`src/logic/cpcrx_pkg.sv`:
```
// constants shared by the CAN setting registers, receive path and bit-rate divider
// assumes a single 50 MHz core clock
package cpcrx_pkg;
   localparam int CLK_HZ = 50_000_000;
   localparam int BASE_KBPS = 500;
   // clock cycles per divisor unit of the base bit rate
   localparam int BASE_CYC = CLK_HZ / (BASE_KBPS * 1000);
   localparam int MUL_NUM = 8;
   localparam int MUL_DEN = 7;
   localparam int ADDR_W = 8;
   // printed setting indices; byte address is four times the index
   localparam logic [7:0] IDX_ERRCHK = 8'h2A;
   localparam logic [7:0] IDX_TRKDIV = 8'h2B;
   localparam logic [7:0] IDX_OPT1 = 8'h2C;
   localparam logic [7:0] IDX_DIV1 = 8'h2D;
   localparam logic [7:0] IDX_OPT2 = 8'h2E;
   localparam logic [7:0] IDX_DIV2 = 8'h2F;
   localparam logic [7:0] IDX_CTRL = 8'h00;
   localparam logic [7:0] IDX_STAT = 8'h01;
   localparam logic [7:0] IDX_TXDAT = 8'h02;
   localparam logic [7:0] RST_ERRCHK = 8'h3C;
   localparam logic [7:0] RST_TRKDIV = 8'h02;
   localparam logic [7:0] RST_OPT1 = 8'hE0;
   localparam logic [7:0] RST_DIV1 = 8'h04;
   localparam logic [7:0] RST_OPT2 = 8'h80;
   localparam logic [7:0] RST_DIV2 = 8'h0A;
   localparam logic [3:0] RST_PROTO = 4'h6;
   localparam logic [7:0] DIV_MIN = 8'h01;
   localparam logic [7:0] DIV_MAX = 8'h40;
   // bit positions, b7 msb .. b0 lsb
   localparam int EC_LEN8 = 7;
   localparam int EC_PCI0 = 6;
   localparam int EC_PEND = 2;
   localparam int EC_MODE = 1;
   localparam int EC_ISO = 0;
   localparam int OP_TX11 = 7;
   localparam int OP_VDLC = 6;
   localparam int OP_RXANY = 5;
   localparam int OP_FAST = 4;
   localparam logic [2:0] FMT_TRUCK = 3'b010;
   localparam int CT_RESTART = 8;
   localparam int ST_OVF = 12;
   localparam int ST_OVR = 13;
   localparam int ST_RATE = 16;
   localparam int TX_VALID = 8;
   localparam logic [3:0] P_FIRST = 4'h6;
   localparam logic [3:0] P_ISOLAST = 4'h9;
   localparam logic [3:0] P_TRUCK = 4'hA;
   localparam logic [3:0] P_FIRST_CUSTOM_CAN_PROTOCOL = 4'hB;
   localparam logic [3:0] P_SECOND_CUSTOM_CAN_PROTOCOL = 4'hC;
   localparam logic [7:0] NEG_RSP = 8'h7F;
   localparam logic [7:0] RSP_PEND = 8'h78;
   localparam logic [7:0] MODE_MAX = 8'h0F;
   localparam logic [7:0] CHR_CR = 8'h0D;
   localparam logic [7:0] CHR_SP = 8'h20;
   localparam logic [1:0] RESP_OK = 2'b00;
   localparam logic [1:0] RESP_DEC = 2'b11;
   localparam int FR_W = 98;
   typedef enum logic [4:0] {
      ST_IDLE = 5'h01,
      ST_CHECK = 5'h02,
      ST_REPLY = 5'h04,
      ST_EMIT = 5'h08,
      ST_HALT = 5'h10
   } cpcrx_state_e;
endpackage

```
`src/logic/cpcrx_top.sv`:
```
// CAN setting registers, two-stage receive path and ASCII transmit buffer
// assumes RX_* come from a CAN controller on CORE_CLK_I; AXI4-Lite slave
// Function
// - error-check byte only for protocols 6..C
// - b7 set requires eight data bytes
// - b6 set rejects zero protocol control byte
// - b2 enables response-pending handling
// - b1 limits pending handling to modes 00..0F
// - b0 limits pending handling to ISO protocols
// - truck rate is 500k over divisor, 01..40
// - user option b7 picks 11 or 29-bit transmit
// - user option b6 picks fixed or variable length
// - b5 clear: receive ID length follows b7
// - user option b4 multiplies rate by 8/7
// - reported rate is base rate from divisor
// - option bits 2..0 pick format, 010 truck
// - first user divisor, default 04
// - second user options, same layout, default 80
// - second user divisor, default 0A
// - settings are binary, shown as hex digits
// - bit 7 msb, bit 0 lsb
// - capture stage feeds a second holding stage
// - check, reply, format ASCII, buffer, then next
// - transmit buffer holds 512 bytes
// - full buffer reports overflow, needs restart
//
// The AXI4-Lite slave port is this design's own decision.
module cpcrx_top #(
   parameter int BUF_DEPTH = 512
) (
   input wire logic CORE_CLK_I,
   input wire logic RESET_N_I,
   input wire logic AWVALID_I,
   output logic AWREADY_O,
   input wire logic [cpcrx_pkg::ADDR_W-1:0] AWADDR_I,
   input wire logic WVALID_I,
   output logic WREADY_O,
   input wire logic [31:0] WDATA_I,
   input wire logic [3:0] WSTRB_I,
   output logic BVALID_O,
   input wire logic BREADY_I,
   output logic [1:0] BRESP_O,
   input wire logic ARVALID_I,
   output logic ARREADY_O,
   input wire logic [cpcrx_pkg::ADDR_W-1:0] ARADDR_I,
   output logic RVALID_O,
   input wire logic RREADY_I,
   output logic [31:0] RDATA_O,
   output logic [1:0] RRESP_O,
   input wire logic RX_VALID_I,
   input wire logic RX_EXT_I,
   input wire logic [28:0] RX_ID_I,
   input wire logic [3:0] RX_DLC_I,
   input wire logic [63:0] RX_DATA_I,
   output logic BIT_TICK_O,
   output logic TX_ID_11B_O,
   output logic VAR_DLC_O,
   output logic TRUCK_FMT_O,
   output logic RSP_PEND_O,
   output logic REPLY_REQ_O,
   output logic BUF_FULL_O
);
   import cpcrx_pkg::*;
   localparam int PW = $clog2(BUF_DEPTH);
   if (BUF_DEPTH < 64 || BUF_DEPTH > 512 || (1 << PW) != BUF_DEPTH) begin : g_chk
      $error("BUF_DEPTH must be a power of two, 64..512");
   end

   function automatic logic [7:0] hex_ch(input logic [3:0] n);
      hex_ch = (n < 4'hA) ? 8'h30 + {4'h0, n} : 8'h37 + {4'h0, n};
   endfunction

   function automatic logic [7:0] clamp_div(input logic [7:0] d);
      clamp_div = (d < DIV_MIN) ? DIV_MIN : (d > DIV_MAX) ? DIV_MAX : d;
   endfunction

   function automatic logic [7:0] adr(input logic [7:0] idx);
      adr = {idx[5:0], 2'b00};
   endfunction

   // one output character per index: ID digits, then " HH" per byte, then CR
   function automatic logic [7:0] char_at(input logic [5:0] ci, input logic ext,
         input logic [28:0] id, input logic [63:0] d, input logic [3:0] n);
      logic [5:0] idd, j, q;
      logic [31:0] idw;
      logic [7:0] b;
      idd = ext ? 6'd8 : 6'd3;
      idw = {3'b000, id};
      char_at = CHR_CR;
      b = 8'h00;
      if (ci < idd) begin
         char_at = hex_ch(idw[(idd - ci - 6'd1) * 4 +: 4]);
      end else begin
         j = ci - idd;
         q = j / 6'd3;
         if (q < {2'b00, n}) begin
            b = d[(6'd7 - q) * 8 +: 8];
            case (j % 6'd3)
               6'd0: char_at = CHR_SP;
               6'd1: char_at = hex_ch(b[7:4]);
               default: char_at = hex_ch(b[3:0]);
            endcase
         end
      end
   endfunction

   logic rq1_r, rst_n;
   always_ff @(posedge CORE_CLK_I or negedge RESET_N_I) begin
      if (!RESET_N_I) begin
         rq1_r <= 1'b0;
         rst_n <= 1'b0;
      end else begin
         rq1_r <= 1'b1;
         rst_n <= rq1_r;
      end
   end

   // register bus group
   logic awa_r, awa_nxt, wa_r, wa_nxt, bv_r, bv_nxt, rv_r, rv_nxt;
   logic [7:0] awad_r, awad_nxt;
   logic [31:0] wd_r, wd_nxt, rd_r, rd_nxt;
   logic [3:0] ws_r, ws_nxt;
   logic [1:0] br_r, br_nxt, rr_r, rr_nxt;
   logic [7:0] ec_r, ec_nxt, td_r, td_nxt, o1_r, o1_nxt, d1_r, d1_nxt;
   logic [7:0] o2_r, o2_nxt, d2_r, d2_nxt;
   logic [3:0] pr_r, pr_nxt;
   logic do_wr, restart, pop;
   logic [PW-1:0] wp_r, wp_nxt, rp_r, rp_nxt;
   logic [PW:0] cnt_r, cnt_nxt;
   logic [7:0] mem [BUF_DEPTH];
   logic push, full;
   logic [7:0] pch;
   logic ovf_r, ovf_nxt, ovr_r, ovr_nxt;
   logic [8:0] rate;
   logic [7:0] dsel;

   assign do_wr = awa_r && wa_r && !bv_r;
   assign restart = do_wr && awad_r == adr(IDX_CTRL) && ws_r[1] && wd_r[CT_RESTART];
   assign pop = ARVALID_I && !rv_r && ARADDR_I == adr(IDX_TXDAT) && cnt_r != '0;

   always_comb begin
      awa_nxt = awa_r;
      wa_nxt = wa_r;
      awad_nxt = awad_r;
      wd_nxt = wd_r;
      ws_nxt = ws_r;
      bv_nxt = bv_r && !BREADY_I;
      br_nxt = br_r;
      rv_nxt = rv_r && !RREADY_I;
      rd_nxt = rd_r;
      rr_nxt = rr_r;
      {ec_nxt, td_nxt, o1_nxt, d1_nxt, o2_nxt, d2_nxt} = {ec_r, td_r, o1_r, d1_r, o2_r, d2_r};
      pr_nxt = pr_r;
      if (AWVALID_I && AWREADY_O) begin
         awa_nxt = 1'b1;
         awad_nxt = AWADDR_I;
      end
      if (WVALID_I && WREADY_O) begin
         wa_nxt = 1'b1;
         wd_nxt = WDATA_I;
         ws_nxt = WSTRB_I;
      end
      if (do_wr) begin
         awa_nxt = 1'b0;
         wa_nxt = 1'b0;
         bv_nxt = 1'b1;
         br_nxt = RESP_OK;
         case (awad_r)
            adr(IDX_ERRCHK): if (ws_r[0]) ec_nxt = wd_r[7:0];
            adr(IDX_TRKDIV): if (ws_r[0]) td_nxt = wd_r[7:0];
            adr(IDX_OPT1): if (ws_r[0]) o1_nxt = wd_r[7:0];
            adr(IDX_DIV1): if (ws_r[0]) d1_nxt = wd_r[7:0];
            adr(IDX_OPT2): if (ws_r[0]) o2_nxt = wd_r[7:0];
            adr(IDX_DIV2): if (ws_r[0]) d2_nxt = wd_r[7:0];
            adr(IDX_CTRL): if (ws_r[0]) pr_nxt = wd_r[3:0];
            adr(IDX_STAT), adr(IDX_TXDAT): br_nxt = RESP_OK;
            default: br_nxt = RESP_DEC;
         endcase
      end
      if (ARVALID_I && ARREADY_O) begin
         rv_nxt = 1'b1;
         rr_nxt = RESP_OK;
         rd_nxt = 32'h0000_0000;
         case (ARADDR_I)
            adr(IDX_ERRCHK): rd_nxt[7:0] = ec_r;
            adr(IDX_TRKDIV): rd_nxt[7:0] = td_r;
            adr(IDX_OPT1): rd_nxt[7:0] = o1_r;
            adr(IDX_DIV1): rd_nxt[7:0] = d1_r;
            adr(IDX_OPT2): rd_nxt[7:0] = o2_r;
            adr(IDX_DIV2): rd_nxt[7:0] = d2_r;
            adr(IDX_CTRL): rd_nxt[3:0] = pr_r;
            adr(IDX_STAT): begin
               rd_nxt[9:0] = 10'(cnt_r);
               rd_nxt[ST_OVF] = ovf_r;
               rd_nxt[ST_OVR] = ovr_r;
               rd_nxt[ST_RATE +: 9] = rate;
            end
            adr(IDX_TXDAT): begin
               rd_nxt[7:0] = (cnt_r != '0) ? mem[rp_r] : 8'h00;
               rd_nxt[TX_VALID] = cnt_r != '0;
            end
            default: rr_nxt = RESP_DEC;
         endcase
      end
   end

   always_ff @(posedge CORE_CLK_I or negedge rst_n) begin
      if (!rst_n) begin
         {awa_r, wa_r, bv_r, rv_r} <= 4'h0;
         awad_r <= 8'h00;
         wd_r <= 32'h0000_0000;
         ws_r <= 4'h0;
         br_r <= RESP_OK;
         rr_r <= RESP_OK;
         rd_r <= 32'h0000_0000;
         ec_r <= RST_ERRCHK;
         td_r <= RST_TRKDIV;
         o1_r <= RST_OPT1;
         d1_r <= RST_DIV1;
         o2_r <= RST_OPT2;
         d2_r <= RST_DIV2;
         pr_r <= RST_PROTO;
      end else begin
         {awa_r, wa_r, bv_r, rv_r} <= {awa_nxt, wa_nxt, bv_nxt, rv_nxt};
         awad_r <= awad_nxt;
         wd_r <= wd_nxt;
         ws_r <= ws_nxt;
         br_r <= br_nxt;
         rr_r <= rr_nxt;
         rd_r <= rd_nxt;
         {ec_r, td_r, o1_r, d1_r, o2_r, d2_r} <= {ec_nxt, td_nxt, o1_nxt, d1_nxt, o2_nxt, d2_nxt};
         pr_r <= pr_nxt;
      end
   end

   assign AWREADY_O = !awa_r && !bv_r;
   assign WREADY_O = !wa_r && !bv_r;
   assign ARREADY_O = !rv_r;
   assign BVALID_O = bv_r;
   assign BRESP_O = br_r;
   assign RVALID_O = rv_r;
   assign RDATA_O = rd_r;
   assign RRESP_O = rr_r;

   // active protocol decode
   logic is_can, is_iso, is_user;
   logic [7:0] opt;
   assign is_can = pr_r >= P_FIRST && pr_r <= P_SECOND_CUSTOM_CAN_PROTOCOL;
   assign is_iso = pr_r >= P_FIRST && pr_r <= P_ISOLAST;
   assign is_user = pr_r == P_FIRST_CUSTOM_CAN_PROTOCOL || pr_r == P_SECOND_CUSTOM_CAN_PROTOCOL;
   // reserved option bit 3 is never looked at
   assign opt = (pr_r == P_SECOND_CUSTOM_CAN_PROTOCOL) ? o2_r : o1_r;
   assign dsel = clamp_div((pr_r == P_FIRST_CUSTOM_CAN_PROTOCOL) ? d1_r : (pr_r == P_SECOND_CUSTOM_CAN_PROTOCOL) ? d2_r : td_r);
   // reported rate ignores the 8/7 multiplier
   assign rate = 9'(BASE_KBPS / int'(dsel));
   assign TX_ID_11B_O = is_user && opt[OP_TX11];
   assign VAR_DLC_O = is_user && opt[OP_VDLC];
   assign TRUCK_FMT_O = pr_r == P_TRUCK || (is_user && opt[2:0] == FMT_TRUCK);

   cpcrx_baud #(.UNIT_CYC(BASE_CYC)) u_baud (
      .clk_i(CORE_CLK_I),
      .rst_n_i(rst_n),
      .div_i(dsel),
      .fast_i(is_user && opt[OP_FAST]),
      .tick_o(BIT_TICK_O)
   );

   // receive stages and frame processing
   cpcrx_state_e st_r, st_nxt;
   logic s1v_r, s1v_nxt, s2v_r, s2v_nxt, pend_r, pend_nxt, rep_r, rep_nxt;
   logic [FR_W-1:0] s1_r, s1_nxt, s2_r, s2_nxt;
   logic [5:0] ci_r, ci_nxt, total;
   logic move1, f_ext, ok, pend_c, rep_c;
   logic [28:0] f_id;
   logic [3:0] f_dlc, f_n;
   logic [63:0] f_d;
   logic [7:0] by0, by1, by2, by3;

   assign {f_ext, f_id, f_dlc, f_d} = s2_r;
   assign {by0, by1, by2, by3} = f_d[63:32];
   assign f_n = (f_dlc > 4'd8) ? 4'd8 : f_dlc;
   assign total = (f_ext ? 6'd8 : 6'd3) + 6'd3 * {2'b00, f_n} + 6'd1;
   assign move1 = s1v_r && !s2v_r;
   assign full = cnt_r[PW];

   always_comb begin
      ok = 1'b1;
      if (is_can && ec_r[EC_LEN8] && f_dlc != 4'd8) ok = 1'b0;
      if (is_can && ec_r[EC_PCI0] && by0 == 8'h00) ok = 1'b0;
      if (is_user && !opt[OP_VDLC] && f_dlc != 4'd8) ok = 1'b0;
      if (is_user && !opt[OP_RXANY] && f_ext == opt[OP_TX11]) ok = 1'b0;
      pend_c = is_can && ec_r[EC_PEND] && f_n >= 4'd4
         && by1 == NEG_RSP && by3 == RSP_PEND
         && (!ec_r[EC_MODE] || by2 <= MODE_MAX)
         && (!ec_r[EC_ISO] || is_iso);
      rep_c = is_iso && by0[7:4] == 4'h1;
   end

   always_comb begin
      st_nxt = st_r;
      s1v_nxt = s1v_r;
      s1_nxt = s1_r;
      s2v_nxt = s2v_r;
      s2_nxt = s2_r;
      ci_nxt = ci_r;
      pend_nxt = 1'b0;
      rep_nxt = 1'b0;
      ovf_nxt = ovf_r && !restart;
      ovr_nxt = ovr_r && !restart;
      push = 1'b0;
      pch = char_at(ci_r, f_ext, f_id, f_d, f_n);
      if (move1) begin
         s2v_nxt = 1'b1;
         s2_nxt = s1_r;
         s1v_nxt = 1'b0;
      end
      if (RX_VALID_I) begin
         if (!s1v_r || move1) begin
            s1v_nxt = 1'b1;
            s1_nxt = {RX_EXT_I, RX_ID_I, RX_DLC_I, RX_DATA_I};
         end else begin
            ovr_nxt = 1'b1;
         end
      end
      case (st_r)
         ST_IDLE: if (s2v_r) st_nxt = ST_CHECK;
         ST_CHECK: begin
            if (ok) begin
               pend_nxt = pend_c;
               st_nxt = ST_REPLY;
            end else begin
               s2v_nxt = 1'b0;
               st_nxt = ST_IDLE;
            end
         end
         ST_REPLY: begin
            rep_nxt = rep_c;
            ci_nxt = 6'd0;
            st_nxt = ST_EMIT;
         end
         ST_EMIT: begin
            if (full) begin
               ovf_nxt = 1'b1;
               s2v_nxt = 1'b0;
               st_nxt = ST_HALT;
            end else begin
               push = 1'b1;
               ci_nxt = ci_r + 6'd1;
               if (ci_r == total - 6'd1) begin
                  s2v_nxt = 1'b0;
                  st_nxt = ST_IDLE;
               end
            end
         end
         ST_HALT: begin
            // frames are dropped until software restarts
            s2v_nxt = 1'b0;
            if (restart) begin
               s1v_nxt = 1'b0;
               st_nxt = ST_IDLE;
            end
         end
         default: st_nxt = ST_IDLE;
      endcase
   end

   always_comb begin
      wp_nxt = push ? wp_r + 1'b1 : wp_r;
      rp_nxt = pop ? rp_r + 1'b1 : rp_r;
      cnt_nxt = cnt_r + {{PW{1'b0}}, push} - {{PW{1'b0}}, pop};
   end

   always_ff @(posedge CORE_CLK_I or negedge rst_n) begin
      if (!rst_n) begin
         st_r <= ST_IDLE;
         {s1v_r, s2v_r, pend_r, rep_r, ovf_r, ovr_r} <= 6'h00;
         s1_r <= '0;
         s2_r <= '0;
         ci_r <= 6'd0;
         wp_r <= '0;
         rp_r <= '0;
         cnt_r <= '0;
      end else begin
         st_r <= st_nxt;
         {s1v_r, s2v_r, pend_r, rep_r} <= {s1v_nxt, s2v_nxt, pend_nxt, rep_nxt};
         {ovf_r, ovr_r} <= {ovf_nxt, ovr_nxt};
         s1_r <= s1_nxt;
         s2_r <= s2_nxt;
         ci_r <= ci_nxt;
         wp_r <= wp_nxt;
         rp_r <= rp_nxt;
         cnt_r <= cnt_nxt;
      end
   end

   // storage has no reset; only written slots are ever read
   always_ff @(posedge CORE_CLK_I) begin
      if (push) mem[wp_r] <= pch;
   end

   assign RSP_PEND_O = pend_r;
   assign REPLY_REQ_O = rep_r;
   assign BUF_FULL_O = ovf_r;
endmodule

```
`src/logic/cpcrx_baud.sv`:
```
// CAN bit-rate enable: 500 kbps / divisor, optionally times 8/7
// assumes a divisor already held in 01..40 by the caller
module cpcrx_baud #(
   parameter int UNIT_CYC = cpcrx_pkg::BASE_CYC
) (
   input wire logic clk_i,
   input wire logic rst_n_i,
   input wire logic [7:0] div_i,
   input wire logic fast_i,
   output logic tick_o
);
   import cpcrx_pkg::*;
   if (UNIT_CYC < 1 || UNIT_CYC * MUL_DEN * 64 > 65535) begin : g_chk
      $error("UNIT_CYC out of range");
   end
   logic [15:0] acc_r, acc_nxt, lim;
   logic [3:0] step;
   logic tick_r, tick_nxt;
   // fractional accumulator: step 7 gives the base rate, step 8 gives 8/7
   always_comb begin
      step = fast_i ? 4'(MUL_NUM) : 4'(MUL_DEN);
      lim = 16'(UNIT_CYC * MUL_DEN) * {8'h00, div_i};
      acc_nxt = acc_r + {12'h000, step};
      tick_nxt = 1'b0;
      if (acc_r >= lim) begin
         // divisor just shrank; restart the bit
         acc_nxt = 16'h0000;
      end else if (acc_nxt >= lim) begin
         acc_nxt = acc_nxt - lim;
         tick_nxt = 1'b1;
      end
   end
   always_ff @(posedge clk_i or negedge rst_n_i) begin
      if (!rst_n_i) begin
         acc_r <= 16'h0000;
         tick_r <= 1'b0;
      end else begin
         acc_r <= acc_nxt;
         tick_r <= tick_nxt;
      end
   end
   assign tick_o = tick_r;
endmodule

```
`config.mk`:
```
export PLATFORM = sky130hd
export DESIGN_NAME = cpcrx_top
export DESIGN_NICKNAME = d
export VERILOG_FILES = /design/src/logic/cpcrx_pkg.sv /design/src/logic/cpcrx_top.sv /design/src/logic/cpcrx_baud.sv
export SDC_FILE = /design/constraint.sdc
export NUM_CORES = 2
export LEC_CHECK = 0
export ABC_CLOCK_PERIOD_IN_PS = 10670
export BUFFER_PORTS_ARGS = -buffer_cell sky130_fd_sc_hd__buf_2
export CAP_MARGIN = 20
export CORE_UTILIZATION = 25
export CTS_BUF_LIST = sky130_fd_sc_hd__clkbuf_8
export DETAILED_ROUTE_END_ITERATION = 8
export HOLD_SLACK_MARGIN = 0.02
export PLACE_DENSITY = 0.48
export SKIP_LAST_GASP = 1
export SLEW_MARGIN = 20
export SYNTH_ARGS = -nofsm -noshare
export SYNTH_HDL_FRONTEND = slang
export SYNTH_SLANG_ARGS = --single-unit
```
`constraint.sdc`:
```
create_clock -name CORE_CLK_I -period 10.67 [get_ports CORE_CLK_I]
set_input_delay 2.134 -clock CORE_CLK_I [delete_from_list [all_inputs] [get_ports CORE_CLK_I]]
set_output_delay 2.134 -clock CORE_CLK_I [all_outputs]
set_load 0.005 [all_outputs]
```
==> results <==
- The area enclosed by the die boundary is 722,100 sq um.
- The endpoint of the most critical register-to-register path is RDATA_O[16].
- The congestion estimate from routability-driven global placement came to 0.7948.
- Following the worst setup path forward leads to its endpoint at RDATA_O[16].
- Leaving out fill and tap cells, the most frequent cell in the layout is edfxtp_1.
- The die extent in x is 849.8 um.
- The dominant synthesized flop cell is edfxtp_1.
- The routed wire length is 525,500 um.
- The biggest cell delay along the critical path is 0.60 ns.
- Measured in cells, the most critical reg-to-reg path has a length of 387.
- The detail route stage leaves a number of antenna-violating nets equal to 0.
- The endpoint arrival time on the critical path is 62.76 ns.
- The number of fill cells in the layout is 70,670.
- The routed metal-1 wire length is 242,600 um.
- The via count of the first global-routing pass came to 112,500.
- Averaged over all synthesized cells, the footprint is 16.82 sq um.
- The share of synthesized area spent on multiplexers is 17.46%.
- Port buffering added 169 buffers.
- The CTS root buffer is clkbuf_8.
- 206 I/O pins were placed.
- The category of the worst setup path capture point is a flop.
- The initial utilization of the core area, before any placement, comes to 25.07%.
- The final hold violation count is 0.
- The number of distinct library cells after synthesis is 143.
- From bottom edge to top edge, the die measures 849.8 um.
- Clock tree synthesis inserted a total of 632 buffers.
- Setup repair after global routing could not meet its margin everywhere.
- The number of flops mapped to enable cells by yosys is 3,584.
- Wire segments on met2 add up to 248,900 um in the final route.
- Summed over all instances, the cell type with the most area after synthesis is edfxtp_1.
- After Yosys synthesis, XOR and XNOR cells account for 1.573% of the synthesized area.
- The clock-pin slew on the worst setup and hold paths is 0.07 ns.
- The final reports fail on setup timing.
- At the end of the flow, the number of nets in the layout was 13,700.
- The cell count after synthesis is 10,680.
- Sequential elements use 64.90% of the synthesized area.
- The area growth from synthesis to layout is 23.39%.
- The largest individual stage delay along the critical path comes from the cell or4_4.
- Across the routed clock network, the largest skew measured is 0.1033 ns.
- Once layout is complete, the utilization of the core stands at 30.93%.
- The H-tree was split into 6 levels.
- The Yosys step of the flow raised 0 warnings.
- Cells with a size suffix above 1 make up 37.90% of the layout.
- Clock latency on the worst-skew pair, taken at its later pin, is 1.24 ns.
- The share of the synthesized area in the top cell type is 59.90%.
- The cell area after synthesis is 179,700 sq um.
- Entering global routing, the biggest net connects 173 pins.
- The run finished, with violations left.
- The number of violations of the max-capacitance limit is 0.
- The critical path in this run is classified as flop to flop.
- The routed length per placed instance is 22.62 um.
- The area fraction in compound gates after synthesis is 5.774%.
- The global-route wire length before repair is 773,800 um.
- The total congestion overflow after global routing is 0.
- Measured against its own limit, the worst slew margin works out to 24.09%.
- The final period demand of the worst path is 61.68 ns.
- The maximum fanout along the worst path is 7.
- The number of clock sinks is 3,942.
- After synthesis, the share of flip-flops with an asynchronous set or reset is 9.082%.
- Wire segments on met3 add up to 25,330 um in the final route.
- The buffer depth of the longest clock path is 4.
- Setup violations remaining at the end of the flow were counted as 9.
- At the worst endpoint, the required time is 11.75 ns.
- The number of vias per cell after detailed routing is 4.652.
- The synthesized netlist devotes 6.311% of its cell area to simple gates.
- The worst path uses 578.1% of the clock period.
- The class of the tightest hold or removal check is flop to asynchronous set/reset pin.
- The CTS tree is done.
- The core region is 716,800 sq um.
- Based on the critical path, the design can be clocked at up to 16.21 MHz.
- The actual transition at the worst max-transition pin is 1.139 ns.
- Hold timing on the final database bottoms out at a slack of 0.2299 ns.
- The detailed-routing iteration count for the pre-antenna-repair pass is 6.
- In the layout the commonest cells are edfxtp_1, buf_4, mux4_2, nor2_1, clkbuf_8.
- The startpoint identified for the worst register-to-register timing path is pr_r[2].
- STA classifies the critical path startpoint as a flop.
- Setup slack on the critical path of the routed design comes to -51.01 ns.
- The synthesis-stage register bit count is 3,942.
- After synthesis, the largest family of logic cells by area is multiplexers.
- The detailed router used layers up to and including met5.
- The final HPWL from detailed placement is 339,700 um.
- The timing startpoint of the critical path is pr_r[2].
- The number of antenna violations at the first check in global routing is 36.
- The most numerous cell type found on the critical path is a21o_1.
- Global routing consumed, over all layers together, 14.09% of the routing resources.
- After detailed routing, the number of remaining DRC violations is 0.
- The initialized floorplan defines 311 standard-cell rows.
- The first routing iteration left 8,950 violations.
- The worst setup slack for register-to-register paths is -51.01 ns.
- The final number of max-transition violations came to 0.
- After synthesis, the cell types taking the most area are edfxtp_1, mux4_2, dfrtp_1.
- The routed layout has 108,100 vias.
- The synthesized netlist devotes 2.428% of its cell area to adder and majority cells.
final cells by class:
type	count	area, sq um	share of cell area [%]
multi-input combinational	6069	62660	28.27
clock inverter	451	2217	1.000
inverter	164	634.4	0.2861
sequential	3942	116600	52.61
antenna	5	12.51	0.005644
clock buffer	663	9125	4.116
tap	9546	11940	5.387
timing repair buffer	2395	18480	8.333
worst min-delay path by stage:
stage | start | to | slack (ns) | cells past startpoint
3_3_place_gp | rst_n | wp_r[4] | 0.26 | 0
2_1_floorplan | rq1_r | rst_n | 0.33 | 0
5_1_grt | rst_n | rp_r[8] | 0.25 | 0
3_5_place_dp | rst_n | wp_r[4] | 0.26 | 0
6_report | rst_n | rp_r[8] | 0.23 | 0
4_1_cts | rst_n | rp_r[8] | 0.24 | 0
logic make-up (layout without fill, tap and decap cells):
group | after synthesis | after routing
buffers and inverters | 710 | 3673
xor gates and xnor gates | 321 | 321
and+or+nand+nor | 2311 | 2311
DFF | 3942 | 3942
adders and majority gates | 333 | 333
muxes | 1600 | 1600
other | 2 | 45
AOI/OAI and AO/OA | 1464 | 1464
synth_stat cells (58+ instances only):
cell      count
xor2_1      110
edfxtp_1   3584
a21oi_1     321
nand2_1     434
a31oi_1      61
nor2b_1      58
nand2b_1     83
inv_1       161
mux4_2     1192
clkbuf_1    370
o21ai_0     216
a211oi_1     60
and2_1       74
a21o_1      172
ha_1        307
buf_1       122
nor4_1       60
mux2_2      314
o21a_1       74
nand3_1     110
dfrtp_1     343
nor2_1      948
nor3_1      144
xnor2_1     210
mux2i_1      78
flip-flops by register name, indices dropped and copies added (netlist names), 9 cells and up:
| name | cells |
|---|---|
| RDATA_O | 21 |
| cnt_r | 10 |
| mem | 3584 |
| rp_r | 9 |
| s1_r | 98 |
| s2_r | 98 |
| u_baud.acc_r | 16 |
| wd_r | 9 |
| wp_r | 9 |
worst max-delay path, delay by kind of cell (launching register included):
family | cells | cell delay, ns
compound gates | 180 | 27.76
buf+inv | 46 | 6.12
mux | 5 | 1.35
xor+xnor | 1 | 0.15
fa+ha+maj | 30 | 8.00
flops | 1 | 0.56
simple gates | 125 | 17.47
per-stage QoR:
| step | cell area, sq um | instances | setup TNS, ns | setup slack [ns] |
|---|---|---|---|---|
| after floorplan | 181300 | 10720 | - | -56.53 |
| after global placement | 206500 | 21770 | -389.41 | -52.15 |
| after detailed placement | 206500 | 21770 | -397.78 | -53.27 |
| after CTS | 220900 | 23170 | -382.63 | -50.91 |
| after global routing | 221700 | 23230 | -415.14 | -55.11 |
| final | 221700 | 23240 | -382.98 | -51.01 |
metal layers:
metal / up-vias / global-route usage (%)
met4: 2 / 2.574
met5: - / 0
met1: 56540 / 20.31
li1: 48270 / -
met2: 2704 / 22.99
met3: 588 / 1.799
what timing repair did:
item                                    CTS  global route
cloned                                    0             0
hold buffers                              0             0
pin swaps                               212            91
endpoints found under the setup margin    9             9
buffers inserted                        289            59
gates resized for setup                 197            77
hold endpoints to repair                  0             0
Power is not shown: default switching activity piles up to over one toggle a cycle in this logic, so the estimate is an artifact.
